<file path="config.mk">
export PLATFORM = sky130hd
export DESIGN_NAME = slc_ctrl
export DESIGN_NICKNAME = d
export VERILOG_FILES = /design/src/pkg/slc_pkg.sv /design/src/logic/slc_prescaler.sv /design/src/logic/slc_ctrl.sv
export SDC_FILE = /design/constraint.sdc
export NUM_CORES = 1
export LEC_CHECK = 0
export BUFFER_PORTS_ARGS = -buffer_cell sky130_fd_sc_hd__buf_2
export CORE_MARGIN = 10
export CORE_UTILIZATION = 53
export DETAILED_ROUTE_END_ITERATION = 8
export HOLD_SLACK_MARGIN = 0.03
export PLACE_DENSITY = 0.78
export REMOVE_ABC_BUFFERS = 1
export SLEW_MARGIN = 10
export SYNTH_ARGS = -nofsm -noshare
export SYNTH_HDL_FRONTEND = slang
export SYNTH_SLANG_ARGS = --single-unit
</file>
<file path="constraint.sdc">
create_clock -name mclk -period 4.5 [get_ports mclk]
set_input_delay 0.225 -clock mclk [delete_from_list [all_inputs] [get_ports mclk]]
set_output_delay 0.225 -clock mclk [all_outputs]
set_load 0.03 [all_outputs]
</file>
<file path="src/pkg/slc_pkg.sv">
// Package: register map, field positions, reset values and timing constants of the segment LCD controller
package slc_pkg;

  // ----------------------------------------------------------------
  // Register indices (printed offsets are not all multiples of four)
  // ----------------------------------------------------------------
  localparam logic [15:0] PANEL_PORT_CONTROL_IDX = 16'hFFC0; // Duty and common duplication
  localparam logic [15:0] PANEL_CONTROL_IDX      = 16'hFFC1; // Run, supply, display, clock select
  localparam logic [15:0] PANEL_CONTROL_TWO_IDX  = 16'hFFC2; // Waveform type select
  localparam logic [15:0] DISPLAY_MEMORY_IDX     = 16'hF740; // First display memory byte
  localparam int          DISPLAY_MEMORY_BYTES   = 16;       // Display memory size in bytes
  localparam int          ADDR_W                 = 18;       // Byte address width (index times four)

  // ----------------------------------------------------------------
  // Field positions
  // ----------------------------------------------------------------
  localparam int PC_SUPPLY_BIT = 6; // supply_divider_connect
  localparam int PC_RUN_BIT    = 5; // controller_run
  localparam int PC_SHOW_BIT   = 4; // show_ram_contents
  localparam int PC_CKS_LSB    = 0; // frame_clock_select low bit, four bits wide
  localparam int PC2_WAVE_BIT  = 7; // waveform_type_select
  localparam int PPC_DUTY_LSB  = 6; // duty_select_lo; duty_select_hi is bit 7
  localparam int PPC_CMX_BIT   = 5; // common_duplicate

  // ----------------------------------------------------------------
  // Reset values (the documented operating settings)
  // ----------------------------------------------------------------
  localparam logic [7:0] PANEL_CONTROL_RST      = 8'h3E; // Run=1, show=1, clock code 1110
  localparam logic [7:0] PANEL_CONTROL_TWO_RST  = 8'h00; // Waveform A
  localparam logic [7:0] PANEL_PORT_CONTROL_RST = 8'hC0; // 1/4 duty, no duplication
  localparam logic [7:0] PANEL_CONTROL_TWO_MASK = 8'h80; // Only bit 7 implemented
  localparam logic [7:0] PANEL_PORT_CTRL_MASK   = 8'hE0; // Duty and duplicate bits only

  // ----------------------------------------------------------------
  // Clock select codes and duty codes
  // ----------------------------------------------------------------
  localparam logic [3:0] CKS_DIV128 = 4'hE; // System clock divided by 128
  localparam logic [1:0] DUTY_QUART = 2'h3; // 1/4 duty
  localparam logic [1:0] DUTY_THIRD = 2'h2; // 1/3 duty
  localparam logic [1:0] DUTY_HALF  = 2'h1; // 1/2 duty
  localparam logic [1:0] DUTY_STAT  = 2'h0; // Static drive
  localparam int         NUM_COMMON = 4;    // Common lines on the panel
  localparam int         NUM_SEG    = 32;   // Segment lines on the panel

endpackage

</file>
<file path="src/logic/slc_prescaler.sv">
// Prescaler: divides the system clock by a power of two chosen by the frame clock select code
`timescale 1ns/1ps
module slc_prescaler #(
  parameter int DIV_W = 12
) (
  input  wire logic       mclk,
  input  wire logic       srst,
  input  wire logic       run,
  input  wire logic [3:0] cks,
  output logic            tick
);

  // ----------------------------------------------------------------
  // Divider counter
  // ----------------------------------------------------------------
  logic [DIV_W-1:0] cnt_reg;  // Free count while running
  logic [DIV_W-1:0] cnt_next; // Next count
  logic [DIV_W-1:0] mask;     // Low bits that must all be ones for a tick
  logic [3:0]       shift;    // Divide exponent

  // The largest divide exponent is 8, so the count needs at least 8 bits
  if (DIV_W < 8)
  begin : g_width_check
    $error("slc_prescaler: DIV_W too small");
  end

  // Code 1110 is divide by 128 (exponent 7); codes from 0111 up map linearly around it, lower codes give exponent 0
  assign shift    = (cks >= 4'h7) ? 4'(cks - 4'h7) : 4'h0;
  assign mask     = DIV_W'((1 << shift) - 1);
  assign cnt_next = run ? DIV_W'(cnt_reg + 1'b1) : '0;
  assign tick     = run && ((cnt_reg & mask) == mask);

  // Counter held at zero when stopped so a restart begins cleanly
  always_ff @(posedge mclk)
  begin
    if (srst)
      cnt_reg <= '0;
    else
      cnt_reg <= cnt_next;
  end

endmodule

</file>
<file path="src/logic/slc_ctrl.sv">
// Segment LCD controller control logic with APB register access
`timescale 1ns/1ps
// Function
// - Supply divider follows supply_divider_connect bit
// - Run low forces supply divider off
// - Run low stops all panel operation
// - Clearing run keeps all register contents
// - Show bit low drives blank data
// - Clock select field picks frame rate
// - Waveform select bit picks type A/B
// - Duty field selects static to quarter duty
// - Duplicate bit copies waveform to unused commons
module slc_ctrl (
  input  wire logic        mclk,
  input  wire logic        srst,
  input  wire logic        standby,
  input  wire logic        psel,
  input  wire logic        penable,
  input  wire logic        pwrite,
  input  wire logic [17:0] paddr,
  input  wire logic [31:0] pwdata,
  output logic             pready,
  output logic [31:0]      prdata,
  output logic             pslverr,
  output logic             divider_connect,
  output logic             drive_enable,
  output logic             waveform_b,
  output logic [3:0]       com_active,
  output logic [3:0]       com_phase_level,
  output logic [31:0]      seg_data
);

  // ----------------------------------------------------------------
  // Address decode
  // ----------------------------------------------------------------
  localparam logic [17:0] A_PC   = {slc_pkg::PANEL_CONTROL_IDX, 2'b00};
  localparam logic [17:0] A_PC2  = {slc_pkg::PANEL_CONTROL_TWO_IDX, 2'b00};
  localparam logic [17:0] A_PPC  = {slc_pkg::PANEL_PORT_CONTROL_IDX, 2'b00};
  localparam logic [17:0] A_MEM  = {slc_pkg::DISPLAY_MEMORY_IDX, 2'b00};
  localparam logic [17:0] A_MEND = 18'(A_MEM + 18'(4 * slc_pkg::DISPLAY_MEMORY_BYTES));

  wire access  = psel && penable;            // Access phase
  wire wr_en   = access && pwrite;           // Write strobe
  wire hit_pc  = (paddr == A_PC);            // panel_control
  wire hit_pc2 = (paddr == A_PC2);           // panel_control_two
  wire hit_ppc = (paddr == A_PPC);           // panel_port_control
  wire hit_mem = (paddr >= A_MEM) && (paddr < A_MEND) && (paddr[1:0] == 2'b00);
  wire hit_any = hit_pc || hit_pc2 || hit_ppc || hit_mem;
  wire [3:0] mem_idx = paddr[5:2];           // Display memory byte index

  // Zero wait state; unmapped addresses answer with an error
  assign pready  = 1'b1;
  assign pslverr = access && !hit_any;

  // ----------------------------------------------------------------
  // Control registers
  // ----------------------------------------------------------------
  logic [7:0] pc_reg;  // panel_control
  logic [7:0] pc2_reg; // panel_control_two
  logic [7:0] ppc_reg; // panel_port_control

  // Registers change only on bus writes; run clearing touches nothing
  always_ff @(posedge mclk)
  begin
    if (srst)
    begin
      pc_reg  <= slc_pkg::PANEL_CONTROL_RST;
      pc2_reg <= slc_pkg::PANEL_CONTROL_TWO_RST;
      ppc_reg <= slc_pkg::PANEL_PORT_CONTROL_RST;
    end
    else if (wr_en)
    begin
      if (hit_pc)
        pc_reg <= {1'b0, pwdata[6:0]};
      if (hit_pc2)
        pc2_reg <= pwdata[7:0] & slc_pkg::PANEL_CONTROL_TWO_MASK;
      if (hit_ppc)
        ppc_reg <= pwdata[7:0] & slc_pkg::PANEL_PORT_CTRL_MASK;
    end
  end

  wire       run      = pc_reg[slc_pkg::PC_RUN_BIT];
  wire       sup_bit  = pc_reg[slc_pkg::PC_SUPPLY_BIT];
  wire       show     = pc_reg[slc_pkg::PC_SHOW_BIT];
  wire [3:0] cks      = pc_reg[slc_pkg::PC_CKS_LSB +: 4];
  wire [1:0] duty     = ppc_reg[slc_pkg::PPC_DUTY_LSB +: 2];
  wire       dup      = ppc_reg[slc_pkg::PPC_CMX_BIT];
  wire       active   = run && !standby;    // Operating only when run and awake

  // ----------------------------------------------------------------
  // Display memory
  // ----------------------------------------------------------------
  logic [7:0] mem_reg [slc_pkg::DISPLAY_MEMORY_BYTES]; // Segment pattern, written by software

  // One write port per byte, written only by software
  for (genvar i = 0; i < slc_pkg::DISPLAY_MEMORY_BYTES; i++)
  begin : g_mem
    always_ff @(posedge mclk)
    begin
      if (srst)
        mem_reg[i] <= 8'h00;
      else if (wr_en && hit_mem && (mem_idx == 4'(i)))
        mem_reg[i] <= pwdata[7:0];
    end
  end

  // ----------------------------------------------------------------
  // Read mux
  // ----------------------------------------------------------------
  wire [7:0] rd_byte = hit_pc  ? pc_reg  :
                       hit_pc2 ? pc2_reg :
                       hit_ppc ? ppc_reg :
                       hit_mem ? mem_reg[mem_idx] : 8'h00;
  logic [7:0] rdata_reg; // Read byte captured in the setup cycle

  // Captured while the address is set up, so the access cycle needs no wait state
  always_ff @(posedge mclk)
  begin
    if (srst)
      rdata_reg <= 8'h00;
    else if (psel && !penable)
      rdata_reg <= rd_byte;
  end

  assign prdata = {24'h000000, rdata_reg};

  // ----------------------------------------------------------------
  // Frame clock and common scan
  // ----------------------------------------------------------------
  logic tick; // One pulse per common phase

  slc_prescaler #(
    .DIV_W (12)
  ) u_pre (
    .mclk  (mclk),
    .srst  (srst),
    .run   (active),
    .cks   (cks),
    .tick  (tick)
  );

  logic [1:0] phase_reg;  // Current common phase
  logic [1:0] phase_next; // Next phase
  wire  [1:0] last_phase = (duty == slc_pkg::DUTY_STAT) ? 2'd0 :
                           (duty == slc_pkg::DUTY_HALF) ? 2'd1 :
                           (duty == slc_pkg::DUTY_THIRD) ? 2'd2 : 2'd3;

  // A phase left beyond a newly shortened duty restarts at once instead of waiting a tick
  assign phase_next = !active ? 2'd0 :
                      (phase_reg > last_phase) ? 2'd0 :
                      !tick ? phase_reg :
                      (phase_reg >= last_phase) ? 2'd0 : 2'(phase_reg + 1'b1);

  // Phase scan halts and resets when the controller is stopped
  always_ff @(posedge mclk)
  begin
    if (srst)
      phase_reg <= 2'd0;
    else
      phase_reg <= phase_next;
  end

  // ----------------------------------------------------------------
  // Segment fetch: each phase reads one bit from each nibble of every byte
  // ----------------------------------------------------------------
  logic [31:0] seg_reg;  // Segment levels latched for the current phase
  logic [31:0] seg_next; // Levels built from memory

  // Segment n uses byte n/2 nibble (n%2); bit chosen by the common phase
  for (genvar s = 0; s < slc_pkg::NUM_SEG; s++)
  begin : g_seg
    assign seg_next[s] = mem_reg[s/2][(s%2)*4 + int'(phase_next)];
  end

  // Latched on each phase tick; blank when display disabled or stopped
  always_ff @(posedge mclk)
  begin
    if (srst)
      seg_reg <= 32'h00000000;
    else if (!active || !show)
      seg_reg <= 32'h00000000;
    else if (tick || (phase_reg == 2'd0 && seg_reg == 32'h00000000))
      seg_reg <= seg_next;
  end

  assign seg_data = seg_reg;

  // ----------------------------------------------------------------
  // Panel drive outputs
  // ----------------------------------------------------------------
  logic [3:0] com_act_reg; // Commons driven this duty
  logic [3:0] com_lvl_reg; // Which common is selected now
  logic       conn_reg;    // Divider switch
  logic       drv_reg;     // Drive supply on
  logic       wave_reg;    // Waveform B selected

  logic [3:0] lvl_one;     // Selected common alone
  logic [3:0] lvl_dup;     // Selected common and its copies on unused commons

  // Common c repeats the waveform of common c mod (last phase + 1), so every unused pin gets a copy
  for (genvar c = 0; c < slc_pkg::NUM_COMMON; c++)
  begin : g_com
    assign lvl_one[c] = (phase_next == 2'(c));
    assign lvl_dup[c] = ((c % (int'(last_phase) + 1)) == int'(phase_next));
  end

  // Commons beyond the duty are parked unless duplication is on
  always_ff @(posedge mclk)
  begin
    if (srst)
    begin
      com_act_reg <= 4'h0;
      com_lvl_reg <= 4'h0;
      conn_reg    <= 1'b0;
      drv_reg     <= 1'b0;
      wave_reg    <= 1'b0;
    end
    else
    begin
      conn_reg    <= active && sup_bit;
      drv_reg     <= active;
      wave_reg    <= pc2_reg[slc_pkg::PC2_WAVE_BIT];
      com_act_reg <= !active ? 4'h0 : dup ? 4'hF : 4'((5'h02 << last_phase) - 5'h01);
      com_lvl_reg <= !active ? 4'h0 :
                     dup ? lvl_dup :
                     lvl_one;
    end
  end

  assign divider_connect = conn_reg;
  assign drive_enable    = drv_reg;
  assign waveform_b      = wave_reg;
  assign com_active      = com_act_reg;
  assign com_phase_level = com_lvl_reg;

  // ----------------------------------------------------------------
  // Assertions
  // ----------------------------------------------------------------
  property p_divider_off;
    @(posedge mclk) disable iff (srst) !active |=> !divider_connect;
  endproperty
  a_divider_off: assert property (p_divider_off) else $error("divider on while stopped");

  property p_divider_follow;
    @(posedge mclk) disable iff (srst) active |=> (divider_connect == $past(sup_bit));
  endproperty
  a_divider_follow: assert property (p_divider_follow) else $error("divider not following bit");

  property p_stop_all;
    @(posedge mclk) disable iff (srst) !active ##1 !active |-> !drive_enable && com_active == 4'h0 && seg_data == 0;
  endproperty
  a_stop_all: assert property (p_stop_all) else $error("panel driven while stopped");

  property p_keep_regs;
    @(posedge mclk) disable iff (srst) !wr_en |=> $stable(pc_reg) && $stable(ppc_reg) && $stable(pc2_reg);
  endproperty
  a_keep_regs: assert property (p_keep_regs) else $error("register changed without write");

  property p_blank;
    @(posedge mclk) disable iff (srst) !show |=> seg_data == 32'h00000000;
  endproperty
  a_blank: assert property (p_blank) else $error("segments not blank");

  property p_wave;
    @(posedge mclk) disable iff (srst) ##1 waveform_b == $past(pc2_reg[slc_pkg::PC2_WAVE_BIT]);
  endproperty
  a_wave: assert property (p_wave) else $error("waveform select mismatch");

  property p_phase_limit;
    @(posedge mclk) disable iff (srst) phase_reg <= last_phase || $changed(duty) || $past(duty) != duty;
  endproperty
  a_phase_limit: assert property (p_phase_limit) else $error("phase beyond duty");

  property p_dup_all;
    @(posedge mclk) disable iff (srst) active && dup |=> com_active == 4'hF;
  endproperty
  a_dup_all: assert property (p_dup_all) else $error("duplicate commons not driven");

  property p_phase_tick;
    @(posedge mclk) disable iff (srst) active && !tick && (phase_reg <= last_phase) |=> $stable(phase_reg);
  endproperty
  a_phase_tick: assert property (p_phase_tick) else $error("phase moved without tick");

  // Without duplication exactly one common is selected at a time
  property p_single_common;
    @(posedge mclk) disable iff (srst) active && !dup |=> $onehot(com_phase_level);
  endproperty
  a_single_common: assert property (p_single_common) else $error("more than one common selected");

  property p_common_in_duty;
    @(posedge mclk) disable iff (srst) (com_phase_level & ~com_active) == 4'h0;
  endproperty
  a_common_in_duty: assert property (p_common_in_duty) else $error("selected common not driven");

  property p_run_drive;
    @(posedge mclk) disable iff (srst) active |=> drive_enable;
  endproperty
  a_run_drive: assert property (p_run_drive) else $error("drive off while running");

  c_run_show: cover property (@(posedge mclk) disable iff (srst) active && show && tick);
  c_stop:     cover property (@(posedge mclk) disable iff (srst) $fell(run));
  c_mem_wr:   cover property (@(posedge mclk) disable iff (srst) wr_en && hit_mem);
  c_unmapped: cover property (@(posedge mclk) disable iff (srst) pslverr);
  c_dup_scan: cover property (@(posedge mclk) disable iff (srst) active && dup && tick);

endmodule

</file>
After elaboration in Yosys (flattened, before gate mapping):

Memory sizes are Yosys's and may differ from the RTL's.
Cells that the tools add are included.

* logic and storage cells: 287
* flip-flop bits (word level): 76
* RAM bits: 128
* memories kept: 1
* output and inout bits: 77

Memories
* mem_reg: words 16, bits a word 8, rd ports 17, clocked after memory_dff 0, write ports 16, line slc_ctrl.sv:93 `logic [7:0] mem_reg [slc_pkg::DISPLAY_MEMORY_BYTES];`

* magnitude comparators: 7
* bitwise gates (word level): 18
* reduce and logical (&&, ||, !) cells: 48
* equal/unequal tests: 28
* shifts and indexed selects: 2
* div/mod/pow operators: 4
* muxes and demuxes: 160
* add/sub/neg operators: 7

Operators by type and width (number)
* $mux 8: 20
* $eq 32x3->1: 4
* $mux 1: 99
* $mod 3x32->32 const A: 2
* $eq 18x18->1 const B: 3
* $bmux 1 s3: 16
* $bmux 1 s2: 16
* $eq 4x4->1 const B: 8
* $logic_not 32->1: 1
* $mod 1x32->32 const A: 1
* $mod 2x32->32 const A: 1
* $logic_and 1x1->1: 27
* $ge 18x18->1 const B: 1
* $lt 18x18->1 const B: 1
* $eq 4x3->1 const B: 4
* $or 1x1->1: 16
* $add 12x1->12 const B: 1
* $and 12x12->12: 1
* $eq 12x12->1: 1
* $mux 2: 6
* $mux 4: 3
* $shl 1x4->12 const A: 1
* $sub 12x2->12 const B: 1
* $eq 4x2->1 const B: 2
* 21 further kinds: 38

Logic depth before layout (Yosys ltp):

Gate-level depths: netlist of the first run.

* depth in word-level cells: 14
* depth in mapped cells: 18

By module:

From an unflattened synthesis of the first run, not the netlist that was laid out.

* cells, all modules: 1284
* area total of the unflattened synthesis: 12291.8 um^2

By module, submodules not included
* slc_ctrl: seq. area each 5124.9 um^2, cells an instance 1148, times used 1, area an instance 11204.5 um^2
* slc_prescaler: seq. area each 240.2 um^2, cells an instance 136, times used 1, area an instance 1087.3 um^2

Worst setup path after synthesis of the first run:

No wires, ideal clock.

* path kind: flip-flop to flip-flop
* start: register ppc_reg[6]
* end: register com_lvl_reg[0] (netlist: com_phase_level[0])
* slack: -4 ps
* data arrival time: 4417 ps
* cell stages (with the launch flop): 19
* period minus slack after synthesis: 4504 ps
* path through: dfxtp_1 ha_1 buf_2 inv_1 ha_1 clkbuf_1 o21a_1 a31oi_2 o21a_1 o211ai_1 o21a_1 nor4_4 mux2_2 a2111o_1 a21o_1 nor3_1 o21ai_0 xnor2_1 o31ai_1

* word-level cells in the longest chain between the ends: 11
* elaborated cells between the ends (all ways): 17
* classes of those cells: add/sub: 1; div: 1; order compare: 2; eq/ne: 3; mux: 8; reduce/logical: 2

RTL lines
* start, declared: line slc_ctrl.sv:60 `logic [7:0] ppc_reg;`
* start signal, assigned: line slc_ctrl.sv:69 `ppc_reg <= slc_pkg::PANEL_PORT_CONTROL_RST;`
* start signal, assigned: line slc_ctrl.sv:78 `ppc_reg <= pwdata[7:0] & slc_pkg::PANEL_PORT_CTRL_MASK;`
* $eq 2x2->1: line slc_ctrl.sv:146 `(duty == slc_pkg::DUTY_THIRD) ? 2'd2 : 2'd3;`
* $mux 1: line slc_ctrl.sv:146
* $mux 2: line slc_ctrl.sv:145 `(duty == slc_pkg::DUTY_HALF) ? 2'd1 :`
* $mux 2 *: line slc_ctrl.sv:144 `wire [1:0] last_phase = (duty == slc_pkg::DUTY_STAT) ? 2'd0 :`
* branches (longest 6 deep; another with $mod 1x32->32)
* $mux 4 *: line slc_ctrl.sv:225 `dup ? lvl_dup :`
* end signal, assigned: line slc_ctrl.sv:224 `com_lvl_reg <= !active ? 4'h0 :`
* end, declared: line slc_ctrl.sv:192 `logic [3:0] com_lvl_reg;`

Mark *: on every way between the ends.
A chain may end at the register's enable or synchronous reset.

Worst setup path in the final report of the first run:

Same ends and word-level chain as after synthesis.

==> impl_metrics.env, run 1 <==
export IMPL_synth_most_common_cell="mux2i_1"
export IMPL_wl_um=30400
export IMPL_critPathMaxStageDelay_ns=0.40
export IMPL_antenna_found_initial=2
export IMPL_synth_compound_area_share_pct=8.19
export IMPL_synthToLayoutAreaGrowth_pct=13.0
export IMPL_avgSynthCellArea_um2=10.8
export IMPL_finalSetupTns_ns=0
export IMPL_hp_class="input pin to flop"
export IMPL_cts_hold_buf=0
export IMPL_boundaryPins=133
export IMPL_fin_ws_ns=0.278
export IMPL_cp_top_family="compound AO/OA/AOI/OAI gates"
export IMPL_drtAntennaViolNets=0
export IMPL_cp_arrival_ns=4.65
export IMPL_cp_slowest_cell="or3b_1"
export IMPL_yosys_area_share_simple_pct=18.8
export IMPL_numCtsBuffers=23
export IMPL_finalHoldViolations=0
export IMPL_fin_skew_ns=0.0109
export IMPL_r2r_slack_ns=0.28
export IMPL_p_leak_nw=5.09
export IMPL_drc_errors=0
export IMPL_synth_common_cells="mux2i_1, and2_1, edfxtp_1, nor2_1, dfxtp_1"
export IMPL_seq_area_um2=5370
export IMPL_vias=8742
export IMPL_worstSkewPairLatency_ns=0.52
export IMPL_ys_async_sr_fraction_pct=0
export IMPL_r2r_cells=15
export IMPL_cts_tree="done"
export IMPL_r2r_end="com_phase_level[0]"
export IMPL_synth_edf_count=128
export IMPL_place_gp_congestion=0.899
export IMPL_cts_resized=0
export IMPL_maxSlewViolCount=0
export IMPL_crit_path_frequent_cell="o21ai_0"
export IMPL_max_freq_mhz=237
export IMPL_crit_chain="inv_1 -> ha_1 -> or3b_1 -> a21oi_2 -> o21ai_0 -> a2111oi_2 -> o221ai_1 -> nor4_4 -> mux2_2 -> a2111o_1 -> a21o_1 -> nor3_1 -> o21ai_0 -> xnor2_1 -> o31ai_1"
export IMPL_power_density_nw_per_um2=475
export IMPL_synth_seq_cells=204
export IMPL_netlist_area_um2=11900
export IMPL_first_pass_iters=5
export IMPL_end_kind="flop"
export IMPL_fp_row_count=54
export IMPL_yosys_warnings=0
export IMPL_grt_usage_pct=20.7
export IMPL_cts_path_max_buffers=3
export IMPL_htreeDepth=1
export IMPL_fin_hold_ws_ns=0.108
export IMPL_grt_pass1_vias=8663
export IMPL_ys_top_cells_by_area="edfxtp_1, dfxtp_1, mux2i_1"
export IMPL_holdPathStages=3
export IMPL_grt_ovfl_total=0
export IMPL_multi_input_area_um2=6090
export IMPL_drive_gt1_share_pct=19.8
export IMPL_diodes=0
export IMPL_synth_distinct_cells=76
export IMPL_port_buffers=83
export IMPL_setup_viol=0
export IMPL_cts_root_buf="clkbuf_16"
export IMPL_start_util_pct=54.1
export IMPL_status="completed"
export IMPL_synth_top_area_share_pct=32.4
export IMPL_clk_pin_slew_ns=0.06
export IMPL_crit_fanout=6
export IMPL_yosysTopAreaCell="edfxtp_1"
export IMPL_grt_pass1_wl_um=48100
export IMPL_finalCriticalPeriod_ns=4.22
export IMPL_nets=1255
export IMPL_critPathRequiredTime_ns=4.93
export IMPL_fin_crit_sh_pct=93.8
export IMPL_fillers=1785
export IMPL_hold_path_startpoint="standby"
export IMPL_viasPerCell=5.91
export IMPL_ys_flop_type="edfxtp_1"
export IMPL_syn_inst=1095
export IMPL_critPathKind="flop to flop"
export IMPL_pre_cts_ws_ns=0.131
export IMPL_yosys_mux_area_fraction_pct=20.1
export IMPL_critPathBufInv=1
export IMPL_drtIter0Drc=777
export IMPL_dieArea_um2=28700
export IMPL_relSlewSlack_pct=26.2
export IMPL_post_drt_wl_per_cell_um=20.5
export IMPL_irDropWorstVdd_v=0.000765
export IMPL_synth_top_family_by_area="multiplexers"
export IMPL_cts_setup_buffers=0
export IMPL_clkSinkCount=204
export IMPL_crit_reg2reg_launch="ppc_reg[6]"
export IMPL_coreArea_um2=21900
export IMPL_synth_adder_area_share_pct=1.69
export IMPL_path_depth=15
export IMPL_setup_worst_path_start_class="flop"
export IMPL_maxCapViolations=0
export IMPL_dp_final_hpwl_um=22200
export IMPL_seq_area_frac_synth_pct=45.3
export IMPL_worst_slew_pin_slew_ns=1.11
export IMPL_hold_end="u_pre.cnt_reg[1]"
export IMPL_fin_area_um2=13400
export IMPL_dpl_cell_area_um2=12600
export IMPL_die_h_um=170
export IMPL_synthXorXnorAreaFrac_pct=1.48
export IMPL_chipWidth_um=170
export IMPL_grt_max_degree=36
export IMPL_largest_reg_flops=128
## placed cells by master (no fill, tap or decap), types with 5 or more instances in the layout
master     instances
a211oi_1          11
a21o_1             7
a21oi_1           30
a22oi_1            9
and2_1           134
and3_1            12
buf_2             83
buf_4             42
clkbuf_16         23
clkinv_1           6
conb_1            25
dfxtp_1           75
edfxtp_1         128
ha_1              14
inv_1             17
mux2_2             5
mux2i_1          140
mux4_2            40
nand2_1           66
nand2b_1          11
nand3_1           15
nand4_1            9
nor2_1           100
nor2b_1           15
nor3_1            11
nor4_1             9
o211ai_1           9
o21a_1             6
o21ai_0           32
xnor2_1           11
xor2_1             9
## logic make-up after synthesis
family / Yosys count
DFF: 204
buffers and inverters: 106
other: 2
xor gates and xnor gates: 20
adders and majority gates: 16
muxes: 187
AOI/OAI and AO/OA: 142
and+or+nand+nor: 418
## metrics by stage
stage | utilization, % | std cells | total power, mW
after floorplan | - | 1030 | 3.51
after global placement | 57.8 | 1438 | 4.57
after CTS | 61.1 | 1480 | 6.38
final | 61.2 | 1480 | 6.36
after detailed placement | 57.8 | 1438 | 4.60
after global routing | 61.2 | 1480 | 6.55
## per-layer routing
layer,GRT usage [%],up-vias,part of all wire [%]
li1,-,4117,-
met1,27.2,4215,42
met2,33.5,355,47
met3,5.12,51,9.2
met4,5.37,4,2.4
met5,0,-,0.069
## cell type report
cell class	instances	share of cell area, %
clock buffers	29	4.72
clock inverters	13	0.719
inverters	18	0.504
multi-input cells	808	45.5
flip-flops and latches	204	40.1
well taps	280	2.61
repair buffers	128	5.90
## worst reg2reg max path, stage by stage (launching register included)
cell	delay, ns
dfxtp_2	0.39
inv_1	0.13
ha_1	0.34
or3b_1	0.40
a21oi_2	0.24
o21ai_0	0.19
a2111oi_2	0.39
o221ai_1	0.28
nor4_4	0.22
mux2_2	0.37
a2111o_1	0.38
a21o_1	0.21
nor3_1	0.13
o21ai_0	0.11
xnor2_1	0.13
o31ai_1	0.21
## how the worst max path moves through the flow
stage | startpoint | endpoint
floorplan | pc_reg[0] | com_phase_level[3]
global placement | ppc_reg[6] | com_phase_level[0]
detailed placement | ppc_reg[6] | com_phase_level[0]
CTS | ppc_reg[6] | com_phase_level[0]
global route | ppc_reg[6] | com_phase_level[0]
finish | ppc_reg[6] | com_phase_level[0]
## where the power goes
part	total, mW	internal, mW	switching, mW	leakage, nW
clock network	1.80	1.05	0.748	0.355
logic	2.23	0.885	1.34	2.90
registers	2.34	2.19	0.151	1.83
total	6.36	4.13	2.24	5.09
Note: power is estimated with default switching activity, not from simulation.
==> run 2, diff against run 1 <==
SYNTH_HIERARCHICAL = 1   (was unset)
==> impl_metrics.env, run 2 <==
export IMPL_rsz0062_at_grt="yes"
export IMPL_power_density_nw_per_um2=315
export IMPL_most_common_layout_cells="nand2_1, buf_4, and2_1"
export IMPL_r2r_slack_ns=-0.17
export IMPL_dpl_cell_area_um2=13600
export IMPL_hold_path_startpoint="srst"
export IMPL_clk_pin_slew_ns=0.06
export IMPL_yosys_warnings=6
export IMPL_seq_area_frac_synth_pct=43.6
export IMPL_dp_final_hpwl_um=26500
export IMPL_end_kind="flop"
export IMPL_grt_pass1_wl_um=57700
export IMPL_critPathBufInv=5
export IMPL_first_pass_iters=6
export IMPL_drtIter0Drc=1156
export IMPL_fin_crit_sh_pct=104
export IMPL_worstSkewPairLatency_ns=0.52
export IMPL_yosysTopAreaCell="edfxtp_1"
export IMPL_drive_gt1_share_pct=26.1
export IMPL_vias=10900
export IMPL_antenna_found_initial=1
export IMPL_p_sw_share_pct=28.2
export IMPL_critPathKind="flop to flop"
export IMPL_post_drt_wl_per_cell_um=21.2
export IMPL_fillers=1799
export IMPL_grt_usage_pct=24.6
export IMPL_grt_max_degree=37
export IMPL_fin_area_um2=14700
export IMPL_die_h_um=172
export IMPL_synth_top_area_share_pct=31.3
export IMPL_max_freq_mhz=214
export IMPL_avgSynthCellArea_um2=9.57
export IMPL_fin_ws_ns=-0.171
export IMPL_relSlewSlack_pct=29.7
export IMPL_worst_slew_pin_slew_ns=1.06
export IMPL_crit_start="ppc_reg[6]"
export IMPL_largest_reg_flops=128
export IMPL_cp_arrival_ns=5.05
export IMPL_fin_skew_ns=0.0243
export IMPL_finalHoldViolations=0
export IMPL_pwr_share_comb_pct=16.1
export IMPL_cts_path_max_buffers=3
export IMPL_drtAntennaViolNets=0
export IMPL_clkPwrFrac_pct=37.5
export IMPL_fin_hold_ws_ns=0.107
export IMPL_ys_flop_type="edfxtp_1"
export IMPL_synth_most_common_cell="nand2_1"
export IMPL_boundaryPins=133
export IMPL_p_switching_mw=1.31
export IMPL_status="complete, but fails checks"
export IMPL_synth_seq_cells=204
export IMPL_crit_chain="inv_2 -> ha_4 -> buf_4 -> nor3b_2 -> buf_4 -> o21ai_1 -> o221ai_2 -> buf_4 -> o31a_1 -> a2bb2oi_2 -> mux2_2 -> a2111o_1 -> o32ai_2 -> buf_4 -> o21ai_0 -> a211oi_1 -> a2bb2oi_1 -> xor2_1 -> nand2_1 -> a41o_1"
export IMPL_synthToLayoutAreaGrowth_pct=19.7
export IMPL_synth_common_cells="nand2_1, and2_1, edfxtp_1, nor2_1, a21oi_1"
export IMPL_htreeDepth=1
export IMPL_place_gp_congestion=0.909
export IMPL_p_seq_share_pct=46.4
export IMPL_cp_top_family="compound AO/OA/AOI/OAI gates"
export IMPL_drc_errors=0
export IMPL_numCtsBuffers=21
export IMPL_dieArea_um2=29700
export IMPL_coreArea_um2=22700
export IMPL_p_leak_nw=5.75
export IMPL_setup_worst_path_start_class="flop"
export IMPL_chipWidth_um=172
export IMPL_grt_ovfl_total=0
export IMPL_crit_path_frequent_cell="buf_4"
export IMPL_violations="negative setup slack"
export IMPL_cp_slowest_cell="a2111o_1"
export IMPL_netlist_area_um2=12300
export IMPL_start_util_pct=54.1
export IMPL_clkSinkCount=204
export IMPL_cts_hold_buf=0
export IMPL_cts_tree="done"
export IMPL_maxSlewViolCount=0
export IMPL_synth_edf_count=128
export IMPL_crit_fanout=6
export IMPL_critPathRequiredTime_ns=4.88
export IMPL_wl_um=37200
export IMPL_mostFrequentLayoutCell="nand2_1"
export IMPL_setup_viol=1
export IMPL_maxCapViolations=0
export IMPL_internal_power_mw=3.33
export IMPL_ys_async_sr_fraction_pct=0
export IMPL_crit_reg2reg_launch="ppc_reg[6]"
export IMPL_critPathMaxStageDelay_ns=0.47
export IMPL_synth_distinct_cells=101
export IMPL_nets=1521
export IMPL_syn_inst=1284
export IMPL_grt_pass1_vias=10800
export IMPL_viasPerCell=6.25
export IMPL_ys_top_cells_by_area="edfxtp_1, dfxtp_1, mux4_2"
export IMPL_port_buffers=83
export IMPL_hp_class="input pin to flop"
export IMPL_finalCriticalPeriod_ns=4.67
export IMPL_irDropWorstVdd_v=0.000347
export IMPL_cts_root_buf="clkbuf_16"
export IMPL_fp_row_count=55
-- run 2: changes by cell type after synthesis, moves of 12 or more --
cell and delta:
mux2i_1 -126, nand2_1 +107, a21oi_1 +66, o21ai_0 +36, o211ai_1 +31, clkbuf_1 +24, buf_2 -12
-- run 2: area by class of cell --
class	count	area, µm²	share of cell area (%)
inverter	17	63.8	0.434
timing repair buffer	228	1550	10.5
antenna	1	2.50	0.0170
clock inverter	8	92.6	0.629
tap	285	357	2.42
clock buffer	30	579	3.94
sequential	204	5370	36.5
multi-input combinational	977	6700	45.5
-- run 2: cells by family after synthesis --
group / share of synthesized area, %
other: 0.0611
XOR/XNOR: 1.57
AO/OA/AOI/OAI: 15.9
multiplexers: 8.85
buffers and inverters: 5.10
adder cells (fa/ha/maj): 1.63
flip-flops: 43.6
AND/OR/NAND/NOR: 23.2
-- run 2: path summary, 6_finish.rpt --
check	endpoint	depth (start not counted)
setup / recovery	com_phase_level[0]	20
hold / removal	pc_reg[6]	2
setup reg to reg	com_phase_level[0]	20
hold reg to reg	u_pre/cnt_reg[0]	1
-- run 2: worst reg2reg max path: cells and delay by family, from the launching register on --
family	cells	cell delay [ns]
buffers and inverters	5	0.76
AND/OR/NAND/NOR	2	0.24
AO/OA/AOI/OAI	10	2.41
XOR/XNOR	1	0.17
multiplexers	1	0.37
adder cells (fa/ha/maj)	1	0.20
flip-flops	1	0.39
-- run 2: timing repair --
item / 4_1_cts / 5_1_grt
endpoints found under the hold margin: 0 / 0
gates resized for setup: 54 / 12
pin swaps: 26 / 6
buffers inserted: 13 / 3
cloned: 0 / 0
endpoints found under the setup margin: 1 / 7
-- run 2: stage by stage --
step           instances  setup TNS [ns]  power, mW  setup WS (ns)  utilization, %
2_1_floorplan       1198          -50.09       2.62          -1.42               -
3_3_place_gp        1695          -0.249       2.90         -0.249            59.9
3_5_place_dp        1695          -0.440       2.92         -0.440            59.9
4_1_cts             1746         -0.0870       4.63        -0.0870            64.4
5_1_grt             1749          -0.340       4.78         -0.340            64.8
6_report            1750          -0.171       4.64         -0.171            64.8
-- run 2: power by group through the flow --
| stage | clock network [mW] | registers, mW | logic (mW) |
|---|---|---|---|
| 3_3_place_gp | 0 | 2.18 | 0.712 |
| 5_1_grt | 1.82 | 2.16 | 0.809 |
| 4_1_cts | 1.75 | 2.15 | 0.734 |
| 6_report | 1.74 | 2.15 | 0.746 |
| 2_1_floorplan | 0 | 2.23 | 0.387 |
| 3_5_place_dp | 0 | 2.19 | 0.727 |
-- run 2: routing by layer --
metal / vias up / track usage (%) / wire [µm]
met3: 98 / 5.95 / 4280
li1: 4953 / - / -
met5: - / 0 / 0
met4: 0 / 8.92 / 1210
met2: 676 / 39.8 / 17100
met1: 5203 / 31.5 / 14600
